### src/design/ifd_pkg.sv
package ifd_pkg;
  localparam int unsigned BYTE_W = 8;
  localparam int unsigned WORD_W = 16;
  localparam int unsigned TRIP_W = 3;
  localparam int unsigned MOD_LSB = 6;
  localparam int unsigned REG_LSB = 3;
  localparam int unsigned SEG_LSB = 3;
  localparam logic [1:0] MOD_NODISP = 2'h0;
  localparam logic [1:0] MOD_DISP8 = 2'h1;
  localparam logic [1:0] MOD_DISP16 = 2'h2;
  localparam logic [1:0] MOD_REG = 2'h3;
  localparam logic [2:0] RM_DIRECT = 3'h6;
  localparam logic [1:0] SEG_EXTRA = 2'h0;
  localparam logic [1:0] SEG_CODE = 2'h1;
  localparam logic [1:0] SEG_STACK = 2'h2;
  localparam logic [1:0] SEG_DATA = 2'h3;
  // Operand field kinds supplied by the opcode map
  typedef enum logic [3:0] {
    IFD_K_NONE    = 4'h0,
    IFD_K_MODRM   = 4'h1,
    IFD_K_MODRM_I = 4'h2,
    IFD_K_IMM     = 4'h3,
    IFD_K_REL8    = 4'h4,
    IFD_K_REL16   = 4'h5,
    IFD_K_FAR     = 4'h6,
    IFD_K_DIRECT  = 4'h7,
    IFD_K_ESC     = 4'h8
  } ifd_kind_e;
  typedef enum logic [3:0] {
    IFD_S_IDLE  = 4'h0,
    IFD_S_MODRM = 4'h1,
    IFD_S_D_LO  = 4'h3,
    IFD_S_D_HI  = 4'h2,
    IFD_S_I_LO  = 4'h6,
    IFD_S_I_HI  = 4'h7,
    IFD_S_S_LO  = 4'h5,
    IFD_S_S_HI  = 4'h4,
    IFD_S_DONE  = 4'hC
  } ifd_state_e;
endpackage : ifd_pkg

### src/design/ifd_decoder.sv
`timescale 1ns/100ps
`default_nettype none
module ifd_decoder
  import ifd_pkg::*;
(
  input  wire logic        ref_clk,
  input  wire logic        srst,
  input  wire logic        start,
  input  wire ifd_kind_e   kind,
  input  wire logic [7:0]  opcode,
  input  wire logic        group_op,
  input  wire logic [15:0] next_ip,
  input  wire logic        byte_valid,
  input  wire logic [7:0]  byte_in,
  input  wire logic        bus_configuration_strap,
  output logic             byte_take,
  output logic             busy,
  output logic             done,
  output logic             word_op,
  output logic [1:0]       mode_field,
  output logic [2:0]       reg_field,
  output logic [2:0]       rm_field,
  output logic [2:0]       op_select,
  output logic [1:0]       segment_selector_field,
  output logic             ea_needed,
  output logic [15:0]      displacement,
  output logic [15:0]      operand,
  output logic [15:0]      target_ip,
  output logic [15:0]      target_cs,
  output logic [5:0]       escape_opcode,
  output logic             internal_bus_ctrl
);
  ifd_state_e  state;
  ifd_state_e  next_state;
  ifd_kind_e   cur_kind;
  logic [15:0] base_ip;
  logic        sx;
  logic [7:0]  lo_hold;
  logic        take;

  function automatic logic [15:0] widen(input logic [7:0] b);
    widen = {{BYTE_W{b[BYTE_W-1]}}, b};
  endfunction : widen

  function automatic logic [15:0] join_bytes(input logic [7:0] lo,
                                             input logic [7:0] hi);
    join_bytes = {hi, lo};
  endfunction : join_bytes

  function automatic ifd_state_e after_disp(input ifd_kind_e k);
    after_disp = (k == IFD_K_MODRM_I) ? IFD_S_I_LO : IFD_S_DONE;
  endfunction : after_disp

  assign take = byte_valid && (state != IFD_S_IDLE) && (state != IFD_S_DONE);

  // Minimum mode drives bus control itself; maximum mode leaves it outside
  always_ff @(posedge ref_clk) begin
    if (srst) begin
      internal_bus_ctrl <= 1'b1;
    end else begin
      internal_bus_ctrl <= bus_configuration_strap;
    end
  end

  always_comb begin
    next_state = state;
    unique case (state)
      IFD_S_IDLE: begin
        if (start) begin
          unique case (kind)
            IFD_K_MODRM, IFD_K_MODRM_I, IFD_K_ESC: next_state = IFD_S_MODRM;
            IFD_K_IMM, IFD_K_REL8, IFD_K_REL16, IFD_K_FAR,
            IFD_K_DIRECT: next_state = IFD_S_I_LO;
            default: next_state = IFD_S_DONE;
          endcase
        end
      end
      IFD_S_MODRM: begin
        if (take) begin
          unique case (byte_in[7:MOD_LSB])
            MOD_NODISP: next_state = (byte_in[2:0] == RM_DIRECT)
                                     ? IFD_S_D_LO : after_disp(cur_kind);
            MOD_DISP8, MOD_DISP16: next_state = IFD_S_D_LO;
            MOD_REG: next_state = after_disp(cur_kind);
          endcase
        end
      end
      IFD_S_D_LO: begin
        if (take) begin
          next_state = (mode_field == MOD_DISP8) ? after_disp(cur_kind)
                                                 : IFD_S_D_HI;
        end
      end
      IFD_S_D_HI: if (take) next_state = after_disp(cur_kind);
      IFD_S_I_LO: begin
        if (take) begin
          // One byte only for byte immediates, sign-widened forms, short jumps; near, far and direct forms always take two
          if (cur_kind == IFD_K_REL8 ||
              (cur_kind != IFD_K_REL16 && cur_kind != IFD_K_FAR &&
               cur_kind != IFD_K_DIRECT && (!word_op || sx))) begin
            next_state = IFD_S_DONE;
          end else begin
            next_state = IFD_S_I_HI;
          end
        end
      end
      IFD_S_I_HI: begin
        if (take) begin
          next_state = (cur_kind == IFD_K_FAR) ? IFD_S_S_LO : IFD_S_DONE;
        end
      end
      IFD_S_S_LO: if (take) next_state = IFD_S_S_HI;
      IFD_S_S_HI: if (take) next_state = IFD_S_DONE;
      IFD_S_DONE: next_state = IFD_S_IDLE;
      default: next_state = IFD_S_IDLE;
    endcase
  end

  always_ff @(posedge ref_clk) begin
    if (srst) begin
      state <= IFD_S_IDLE;
      busy <= 1'b0;
      done <= 1'b0;
      byte_take <= 1'b0;
    end else begin
      state <= next_state;
      busy <= (next_state != IFD_S_IDLE) && (next_state != IFD_S_DONE);
      done <= (next_state == IFD_S_DONE);
      byte_take <= take;
    end
  end

  // Opcode-level fields latched at start; escape low triplet from the operand byte
  always_ff @(posedge ref_clk) begin
    if (srst) begin
      cur_kind <= IFD_K_NONE;
      base_ip <= '0;
      sx <= 1'b0;
      word_op <= 1'b0;
      escape_opcode <= '0;
    end else if (state == IFD_S_IDLE && start) begin
      cur_kind <= kind;
      base_ip <= next_ip;
      word_op <= opcode[0];
      // Sign bit only meaningful for the immediate group forms
      sx <= (kind == IFD_K_MODRM_I) && opcode[1];
      escape_opcode[5:3] <= opcode[2:0];
    end else if (state == IFD_S_MODRM && take && cur_kind == IFD_K_ESC) begin
      escape_opcode[2:0] <= byte_in[5:3];
    end
  end

  // Operand-byte fields
  always_ff @(posedge ref_clk) begin
    if (srst) begin
      mode_field <= MOD_REG;
      reg_field <= '0;
      rm_field <= '0;
      op_select <= '0;
      segment_selector_field <= SEG_DATA;
      ea_needed <= 1'b0;
    end else if (state == IFD_S_IDLE && start) begin
      // Forms without an operand byte never compute an address
      ea_needed <= 1'b0;
    end else if (state == IFD_S_MODRM && take) begin
      mode_field <= byte_in[7:MOD_LSB];
      reg_field <= byte_in[5:REG_LSB];
      rm_field <= byte_in[2:0];
      op_select <= group_op ? byte_in[5:REG_LSB] : '0;
      // Upper reg bit is don't-care for segment moves
      segment_selector_field <= byte_in[SEG_LSB+1:SEG_LSB];
      ea_needed <= (byte_in[7:MOD_LSB] != MOD_REG) &&
                   !(byte_in[7:MOD_LSB] == MOD_NODISP &&
                     byte_in[2:0] == RM_DIRECT);
    end
  end

  // Byte assembly
  always_ff @(posedge ref_clk) begin
    if (srst) begin
      displacement <= '0;
      operand <= '0;
      target_ip <= '0;
      target_cs <= '0;
      lo_hold <= '0;
    end else if (state == IFD_S_IDLE && start) begin
      displacement <= '0;
      operand <= '0;
    end else if (take) begin
      unique case (state)
        IFD_S_D_LO: begin
          // Displacement is unsigned: high byte zero unless fetched
          displacement <= join_bytes(byte_in, 8'h00);
        end
        IFD_S_D_HI: displacement[15:8] <= byte_in;
        IFD_S_I_LO: begin
          lo_hold <= byte_in;
          if (cur_kind == IFD_K_REL8) begin
            target_ip <= base_ip + widen(byte_in);
          end else if (sx && word_op) begin
            operand <= widen(byte_in);
          end else begin
            operand <= join_bytes(byte_in, 8'h00);
          end
        end
        IFD_S_I_HI: begin
          unique case (cur_kind)
            IFD_K_REL16: target_ip <= base_ip +
                                      join_bytes(lo_hold, byte_in);
            IFD_K_FAR: target_ip <= join_bytes(lo_hold, byte_in);
            IFD_K_DIRECT: begin
              displacement <= join_bytes(lo_hold, byte_in);
              operand <= join_bytes(lo_hold, byte_in);
            end
            default: operand <= join_bytes(lo_hold, byte_in);
          endcase
        end
        IFD_S_S_LO: lo_hold <= byte_in;
        IFD_S_S_HI: target_cs <= join_bytes(lo_hold, byte_in);
        default: lo_hold <= lo_hold;
      endcase
    end
  end

  segment_code_a: assert property (
    @(posedge ref_clk) disable iff (srst)
    ($past(state) == IFD_S_MODRM && $past(take)) |->
      segment_selector_field == $past(byte_in[4:3]))
    else $error("segment selector not taken from operand byte");

  sign_widen_a: assert property (
    @(posedge ref_clk) disable iff (srst)
    ($past(state) == IFD_S_I_LO && $past(take) && $past(sx) &&
     $past(word_op) && $past(cur_kind) != IFD_K_REL8) |->
      operand[15:8] == {8{operand[7]}})
    else $error("sign widened immediate wrong");

  disp8_len_a: assert property (
    @(posedge ref_clk) disable iff (srst)
    (state == IFD_S_D_LO && take && mode_field == MOD_DISP8) |=>
      state != IFD_S_D_HI)
    else $error("one byte displacement fetched a high byte");

  // Done is registered on the taking edge, so it stands with the target
  short_rel_a: assert property (
    @(posedge ref_clk) disable iff (srst)
    (state == IFD_S_I_LO && take && cur_kind == IFD_K_REL8) |=>
      (target_ip == base_ip + {{BYTE_W{$past(byte_in[BYTE_W-1])}},
                               $past(byte_in)}) && done)
    else $error("short relative target wrong");

  far_order_a: assert property (
    @(posedge ref_clk) disable iff (srst)
    (state == IFD_S_I_HI && take && cur_kind == IFD_K_FAR) |=>
      state == IFD_S_S_LO)
    else $error("far segment bytes not after pointer");

  escape_join_a: assert property (
    @(posedge ref_clk) disable iff (srst)
    (state == IFD_S_MODRM && take && cur_kind == IFD_K_ESC) |=>
      escape_opcode[2:0] == $past(byte_in[5:3]))
    else $error("escape second triplet wrong");

  strap_follow_a: assert property (
    @(posedge ref_clk) disable iff (srst)
    ##1 internal_bus_ctrl == $past(bus_configuration_strap))
    else $error("bus control does not follow strap");

  byte_len_a: assert property (
    @(posedge ref_clk) disable iff (srst)
    (state == IFD_S_I_LO && take && cur_kind == IFD_K_IMM && !word_op) |=>
      done)
    else $error("byte immediate fetched two bytes");
endmodule : ifd_decoder
`default_nettype wire

### config.mk
export PLATFORM = sky130hd
export DESIGN_NAME = ifd_decoder
export DESIGN_NICKNAME = d
export VERILOG_FILES = /design/src/design/ifd_pkg.sv /design/src/design/ifd_decoder.sv
export SDC_FILE = /design/constraint.sdc
export NUM_CORES = 1
export LEC_CHECK = 0
export BUFFER_PORTS_ARGS = -buffer_cell sky130_fd_sc_hd__buf_2
export CAP_MARGIN = 5
export CORE_MARGIN = 8
export CORE_UTILIZATION = 54
export DETAILED_ROUTE_END_ITERATION = 6
export PLACE_DENSITY = 0.78
export RECOVER_POWER = 100
export SYNTH_ARGS = -nofsm -noshare
export SYNTH_HDL_FRONTEND = slang
export SYNTH_SLANG_ARGS = --single-unit
### constraint.sdc
create_clock -name ref_clk -period 3.8 [get_ports ref_clk]
set_input_delay 0.38 -clock ref_clk [delete_from_list [all_inputs] [get_ports ref_clk]]
set_output_delay 0.38 -clock ref_clk [all_outputs]
set_load 0.02 [all_outputs]
==> run_results.csv, run 1 <==
group,metric,value,unit
status,failed_checks,"max-capacitance violations, max-slew violations",
sta,maxSlewViolCount,35,
synth,synth-main-ff-cell,"dfxtp_1",
global_route,grt_pass1_vias,5928,
detailed_routing,drt_pre_antenna_iters,5,
sta,setup_viol,0,
detailed_routing,avgRoutedWirePerCell,17.4,microns
place,dp_hpwl,13200,microns
synth,synth.avg_cell_area,7.85,sq um
sta,fmax,337,MHz
critical_path,cp_max_fo,36,
detailed_routing,drc,0,
floorplan,core_region_area,11800,sq um
critical_path,path_class,"in -> reg",
final_layout,nets,1006,
floorplan,fp.dieH,125,microns
synth,synth_nets,899,
clock_network,postCtsHoldBufs,0,
flow_run,maxCapViolations,1,
global_route,grt_first_pass_wirelength,30200,microns
clock_network,cts_buffers,17,
floorplan,start_util,0.544,
clock_network,cts.htree.levels,4,
floorplan,top_level_ports,131,
final_layout,mostFrequentLayoutCells,"nand2_1, dfxtp_1, a21oi_1",
place,gp_congestion,0.969,
final_layout,mostFrequentLayoutCell,"nand2_1",
floorplan,rows,40,
floorplan,die_x,125,microns
synth,synth_edf_count,0,
global_route,antenna_found_initial,0,
sta,slew_headroom,-0.00186,
detailed_routing,drt_wl_total,18900,microns
synth,synth_seq_cells,121,
critical_path,endpoint_kind,"flop",
sta,fin_setup_tns,0,ns
sta,skew,0.00634,ns
synth,ys_warn_count,0,
detailed_routing,ant_nets,0,
detailed_routing,initialDrtViolationCount,550,
pwr,p_leak,0.00292,uW
clock_network,post_cts_buffers,0,
synth,synth_area,6430,sq um
clock_network,cts-root-buf,"clkbuf_16",
place,portBuffers,125,
status,status,"finished, violations left",
detailed_routing,vias,6255,
clock_network,clkLatencyLatePin,0.42,ns
clock_network,cts_max_path_buffers,2,
synth,yosysSeqAreaShare,0.377,
clock_network,tritoncts,"yes",
global_route,grt_max_degree,37,
synth,yosys.cell_types.count,58,
clock_network,ctsResizeCount,0,
final_layout,syn_to_final_growth,18.0,%
sta,finalCriticalPeriod,2.97,ns
sta,finalHoldViolCount,0,
pwr,power-per-cell-area,468,nW/um^2
global_route,grt_usage,0.237,
clock_network,clkSinkCount,121,
clock_network,cts.clk_slew.worst_paths,0.05,ns
hold_path,hold_path.class,"in -> reg",
sta,worst_pin_slew,1.50,ns
critical_path,worstSetupStartpointType,"primary input",
detailed_routing,viasPerCell,5.76,
final_layout,drive_gt1_frac,0.0906,
synth,synth-async-reset-ratio,0,
floorplan,dieArea,15700,sq um
global_route,overflow,0,
pwr,ir_worst_vdd,348,uV
synth,syn_inst,819,
pwr,total_power,3550,uW
critical_path,arrival,3.26,ns
critical_path,crit_required,4.09,ns
sta,finalCritPeriodShare,0.781,
sta,rsz0062_at_grt,"no",
final_layout,diodes,0,
-- kinds of logic (layout without fill, tap and decap cells) --
group / after synthesis / after routing / share of synthesized area
and+or+nand+nor: 318 / 318 / 0.212
muxes: 23 / 23 / 0.0358
xor gates and xnor gates: 21 / 21 / 0.0286
AOI/OAI and AO/OA: 230 / 230 / 0.225
buffers and inverters: 68 / 187 / 0.0463
DFF: 121 / 121 / 0.377
adders and majority gates: 38 / 38 / 0.0763
-- cells in the mapped netlist, drive strengths merged (12+ instances only) --
library cell | instances | area share
nand2 | 150 | 0.088
o21ai | 32 | 0.025
dfxtp | 121 | 0.38
nand3 | 25 | 0.019
ha | 36 | 0.070
o211ai | 13 | 0.015
mux2i | 23 | 0.036
nor2 | 83 | 0.048
inv | 17 | 0.0099
nor3 | 22 | 0.017
a21oi | 102 | 0.080
xnor2 | 12 | 0.016
clkbuf | 43 | 0.030
a211oi | 29 | 0.034
-- stage by stage --
step           cells  worst slack (ns)  instance area [sq um]   util  hold slack (ns)
4_1_cts         1085             0.962                   7730  0.654            0.129
3_5_place_dp    1054             0.743                   7120  0.602            0.442
5_1_grt         1085             0.602                   7590  0.642            0.136
3_3_place_gp    1054             0.766                   7120  0.602            0.438
2_1_floorplan    819              1.04                   6430      -            0.440
6_report        1085             0.831                   7590  0.642            0.139
-- worst max-delay path, cell delays in order --
cell	delay (ns)
clkbuf_1	1.07
clkbuf_1	0.76
clkbuf_2	0.73
o21bai_1	0.23
a311oi_1	0.06
-- power breakdown --
part | internal [uW] | switching [uW] | leakage [uW]
Sequential | 1310 | 48.7 | 0.000980
Combinational | 187 | 342 | 0.00165
Clock | 1080 | 581 | 0.000288
Total | 2580 | 971 | 0.00292
-- path summary, 6_finish.rpt --
| kind | cells after the start | startpoint | slack (ns) | endpoint |
|---|---|---|---|---|
| setup reg to reg | 9 | lo_hold[1]$_SDFFE_PP0P_ | 0.85 | target_ip[11]$_SDFFE_PP0P_ |
| setup / recovery | 5 | srst | 0.83 | target_ip[15]$_SDFFE_PP0P_ |
| hold / removal | 2 | bus_configuration_strap | 0.14 | internal_bus_ctrl$_SDFF_PP1_ |
| hold reg to reg | 2 | target_ip[2]$_SDFFE_PP0P_ | 0.45 | target_ip[2]$_SDFFE_PP0P_ |
-- flip-flops by register name, indices dropped and copies added (netlist names) --
register	flops
operand	16
busy	1
sx	1
base_ip	16
displacement	16
reg_field	3
rm_field	3
done	1
ea_needed	1
segment_selector_field	2
target_cs	16
internal_bus_ctrl	1
target_ip	16
op_select	3
byte_take	1
mode_field	2
state	4
lo_hold	8
escape_opcode	6
cur_kind	4
-- metal layers --
| metal | track usage | share of wire | vias up |
|---|---|---|---|
| met4 | 0.117 | 0.037 | 0 |
| met3 | 0.0714 | 0.073 | 53 |
| li1 | - | - | 3106 |
| met1 | 0.291 | 0.44 | 2843 |
| met5 | 0 | 0 | - |
| met2 | 0.370 | 0.45 | 253 |
-- area by class of cell --
class | instances | area, sq um
Fill cell | 1070 | 4220
Multi-Input combinational cell | 630 | 3700
Timing Repair Buffer | 139 | 601
Sequential cell | 121 | 2420
Clock inverter | 10 | 143
Inverter | 17 | 63.8
Tap cell | 147 | 184
Clock buffer | 21 | 470
(Power assumes the default switching activity.)
==> inputs of run 2 (changes only) <==
==> constraint.sdc (replaced) <==
create_clock -name ref_clk -period 3 [get_ports ref_clk]
set_input_delay 0.3 -clock ref_clk [delete_from_list [all_inputs] [get_ports ref_clk]]
set_output_delay 0.3 -clock ref_clk [all_outputs]
set_load 0.02 [all_outputs]
==> run_results.csv, run 2 (synthesized netlist as in run 1, its figures left out) <==
group,metric,value,unit
status,status,"finished clean",
clock_network,tritoncts,"yes",
critical_path,path_cells,"ha_1, a2111oi_0, o21ai_1, a2111o_1, a31oi_2, xor2_1, a211oi_1, a211oi_1, nor3_1",
sta,fin_ws,0.161,ns
clock_network,cts_max_path_buffers,2,
global_route,overflow,0,
detailed_routing,met3_length,1320,microns
detailed_routing,initialDrtViolationCount,473,
detailed_routing,top_layer_used,"met4",
detailed_routing,ant_nets,0,
critical_path,crit_top_cell,"a211oi_1",
sta,setup_viol,0,
sta,fmax,352,MHz
final_layout,nets,1023,
pwr,p_leak,0.00300,uW
critical_path,critical_path_buf_inv_count,0,
final_layout,final_cells,1102,
sta,skew,0.0124,ns
global_route,grt_usage,0.237,
sta,fin_setup_tns,0,ns
floorplan,core_region_area,11800,sq um
floorplan,start_util,0.544,
detailed_routing,dr_wl_met2,8470,microns
critical_path,rrSetupSlack,0.16,ns
critical_path,cp_max_fo,5,
detailed_routing,vias,6377,
place,dpl.cell_count,1071,
pwr,ir_worst_vdd,479,uV
final_layout,mostFrequentLayoutCells,"nand2_1, dfxtp_1, a21oi_1",
global_route,antenna_found_initial,0,
sta,maxSlewViolCount,0,
clock_network,post_cts_buffers,0,
clock_network,cts_buffers,17,
place,dp_slack,0.0902,ns
critical_path,crit_required,3.31,ns
hold_path,hold_path.class,"in -> reg",
pwr,power-per-cell-area,571,nW/um^2
critical_path,max_stage_delay,0.45,ns
clock_network,cts.clk_slew.worst_paths,0.06,ns
place,portBuffers,125,
floorplan,rows,40,
hold_path,min_path_cells,2,
sta,slew_headroom,0.151,
floorplan,top_level_ports,131,
global_route,grt_pass1_vias,5938,
detailed_routing,drc,0,
global_route,grt_max_degree,29,
final_layout,design_area,7700,sq um
detailed_routing,drt_wl_total,18900,microns
detailed_routing,viasPerCell,5.79,
critical_path,r2r_cells,9,
final_layout,mostFrequentLayoutCell,"nand2_1",
final_layout,syn_to_final_growth,19.7,%
final_layout,diodes,0,
hold_path,min_to,"internal_bus_ctrl$_SDFF_PP1_",
hold_path,hp-start,"bus_configuration_strap",
clock_network,clkSinkCount,121,
critical_path,endpoint_kind,"flop",
sta,finalCriticalPeriod,2.84,ns
final_layout,drive_gt1_frac,0.108,
critical_path,cpMaxStageDelayCell,"a2111oi_0",
floorplan,fp.dieH,125,microns
sta,finalHoldViolCount,0,
floorplan,die_x,125,microns
critical_path,worstSetupStartpointType,"flop",
critical_path,r2r_end,"target_ip[11]$_SDFFE_PP0P_",
place,gp_congestion,0.937,
global_route,grt_first_pass_wirelength,30200,microns
detailed_routing,wl_met1,8450,microns
critical_path,crit_cells,9,
clock_network,cts.htree.levels,4,
place,dp_hpwl,13700,microns
critical_path,arrival,3.15,ns
critical_path,reg2reg_from,"lo_hold[6]$_SDFFE_PP0P_",
detailed_routing,drt_pre_antenna_iters,5,
detailed_routing,avgRoutedWirePerCell,17.2,microns
critical_path,cp_top_family,"compound AO/OA/AOI/OAI gates",
flow_run,maxCapViolations,0,
floorplan,dieArea,15700,sq um
place,placed_area,7260,sq um
sta,worst_pin_slew,1.27,ns
critical_path,path_class,"reg -> reg",
sta,finalCritPeriodShare,0.946,
clock_network,cts-root-buf,"clkbuf_16",
clock_network,clkLatencyLatePin,0.43,ns
sta,rsz0062_at_grt,"no",
[run 2: area by class of cell]
| class | instances | area [sq um] |
|---|---|---|
| sequential | 121 | 2420 |
| tap | 147 | 184 |
| multi-input combinational | 630 | 3720 |
| timing repair buffer | 156 | 729 |
| fill | 1108 | 4120 |
| inverter | 17 | 63.8 |
| clock buffer | 20 | 457 |
| clock inverter | 11 | 123 |
[run 2: what timing repair did]
action | CTS | global route
pin swaps | 0 | 2
endpoints found under the setup margin | 1 | 2
cloned | 0 | 0
resized for setup | 1 | 1
hold buffers | 0 | 0
[run 2: per-layer routing]
metal,vias to the layer above,GRT usage
met5,-,0
met4,0,0.115
li1,3134,-
met2,232,0.368
met1,2958,0.299
met3,53,0.0650
[run 2: worst register-to-register path: cells and delay by family (launching register included)]
family | cells | cell delay, ns
xor gates and xnor gates | 1 | 0.17
AOI/OAI and AO/OA | 6 | 1.76
and+or+nand+nor | 1 | 0.08
DFF | 1 | 0.41
adders and majority gates | 1 | 0.31
[run 2: report_power, final]
| part | switching (uW) | internal (uW) | total, uW |
|---|---|---|---|
| Combinational | 441 | 247 | 688 |
| Clock | 730 | 1260 | 1990 |
| Sequential | 57.8 | 1660 | 1720 |
[run 2: metrics by stage]
step | util | hold WS [ns] | total power (uW)
after floorplan | - | 0.404 | 2230
after global placement | 0.614 | 0.436 | 2430
after detailed placement | 0.614 | 0.441 | 2440
after CTS | 0.664 | 0.0466 | 4430
after global routing | 0.652 | 0.0660 | 4580
final | 0.652 | 0.0634 | 4400
[run 2: how the worst max path moves through the flow]
stage	start	slack, ns	endpoint
after floorplan	byte_in[1]	0.32	target_ip[14]$_SDFFE_PP0P_
after global placement	byte_in[0]	0.18	target_ip[14]$_SDFFE_PP0P_
after detailed placement	byte_in[0]	0.09	target_ip[14]$_SDFFE_PP0P_
after CTS	base_ip[0]$_SDFFE_PP0P_	0.07	target_ip[14]$_SDFFE_PP0P_
after global routing	lo_hold[6]$_SDFFE_PP0P_	0.02	target_ip[11]$_SDFFE_PP0P_
final	lo_hold[6]$_SDFFE_PP0P_	0.16	target_ip[11]$_SDFFE_PP0P_
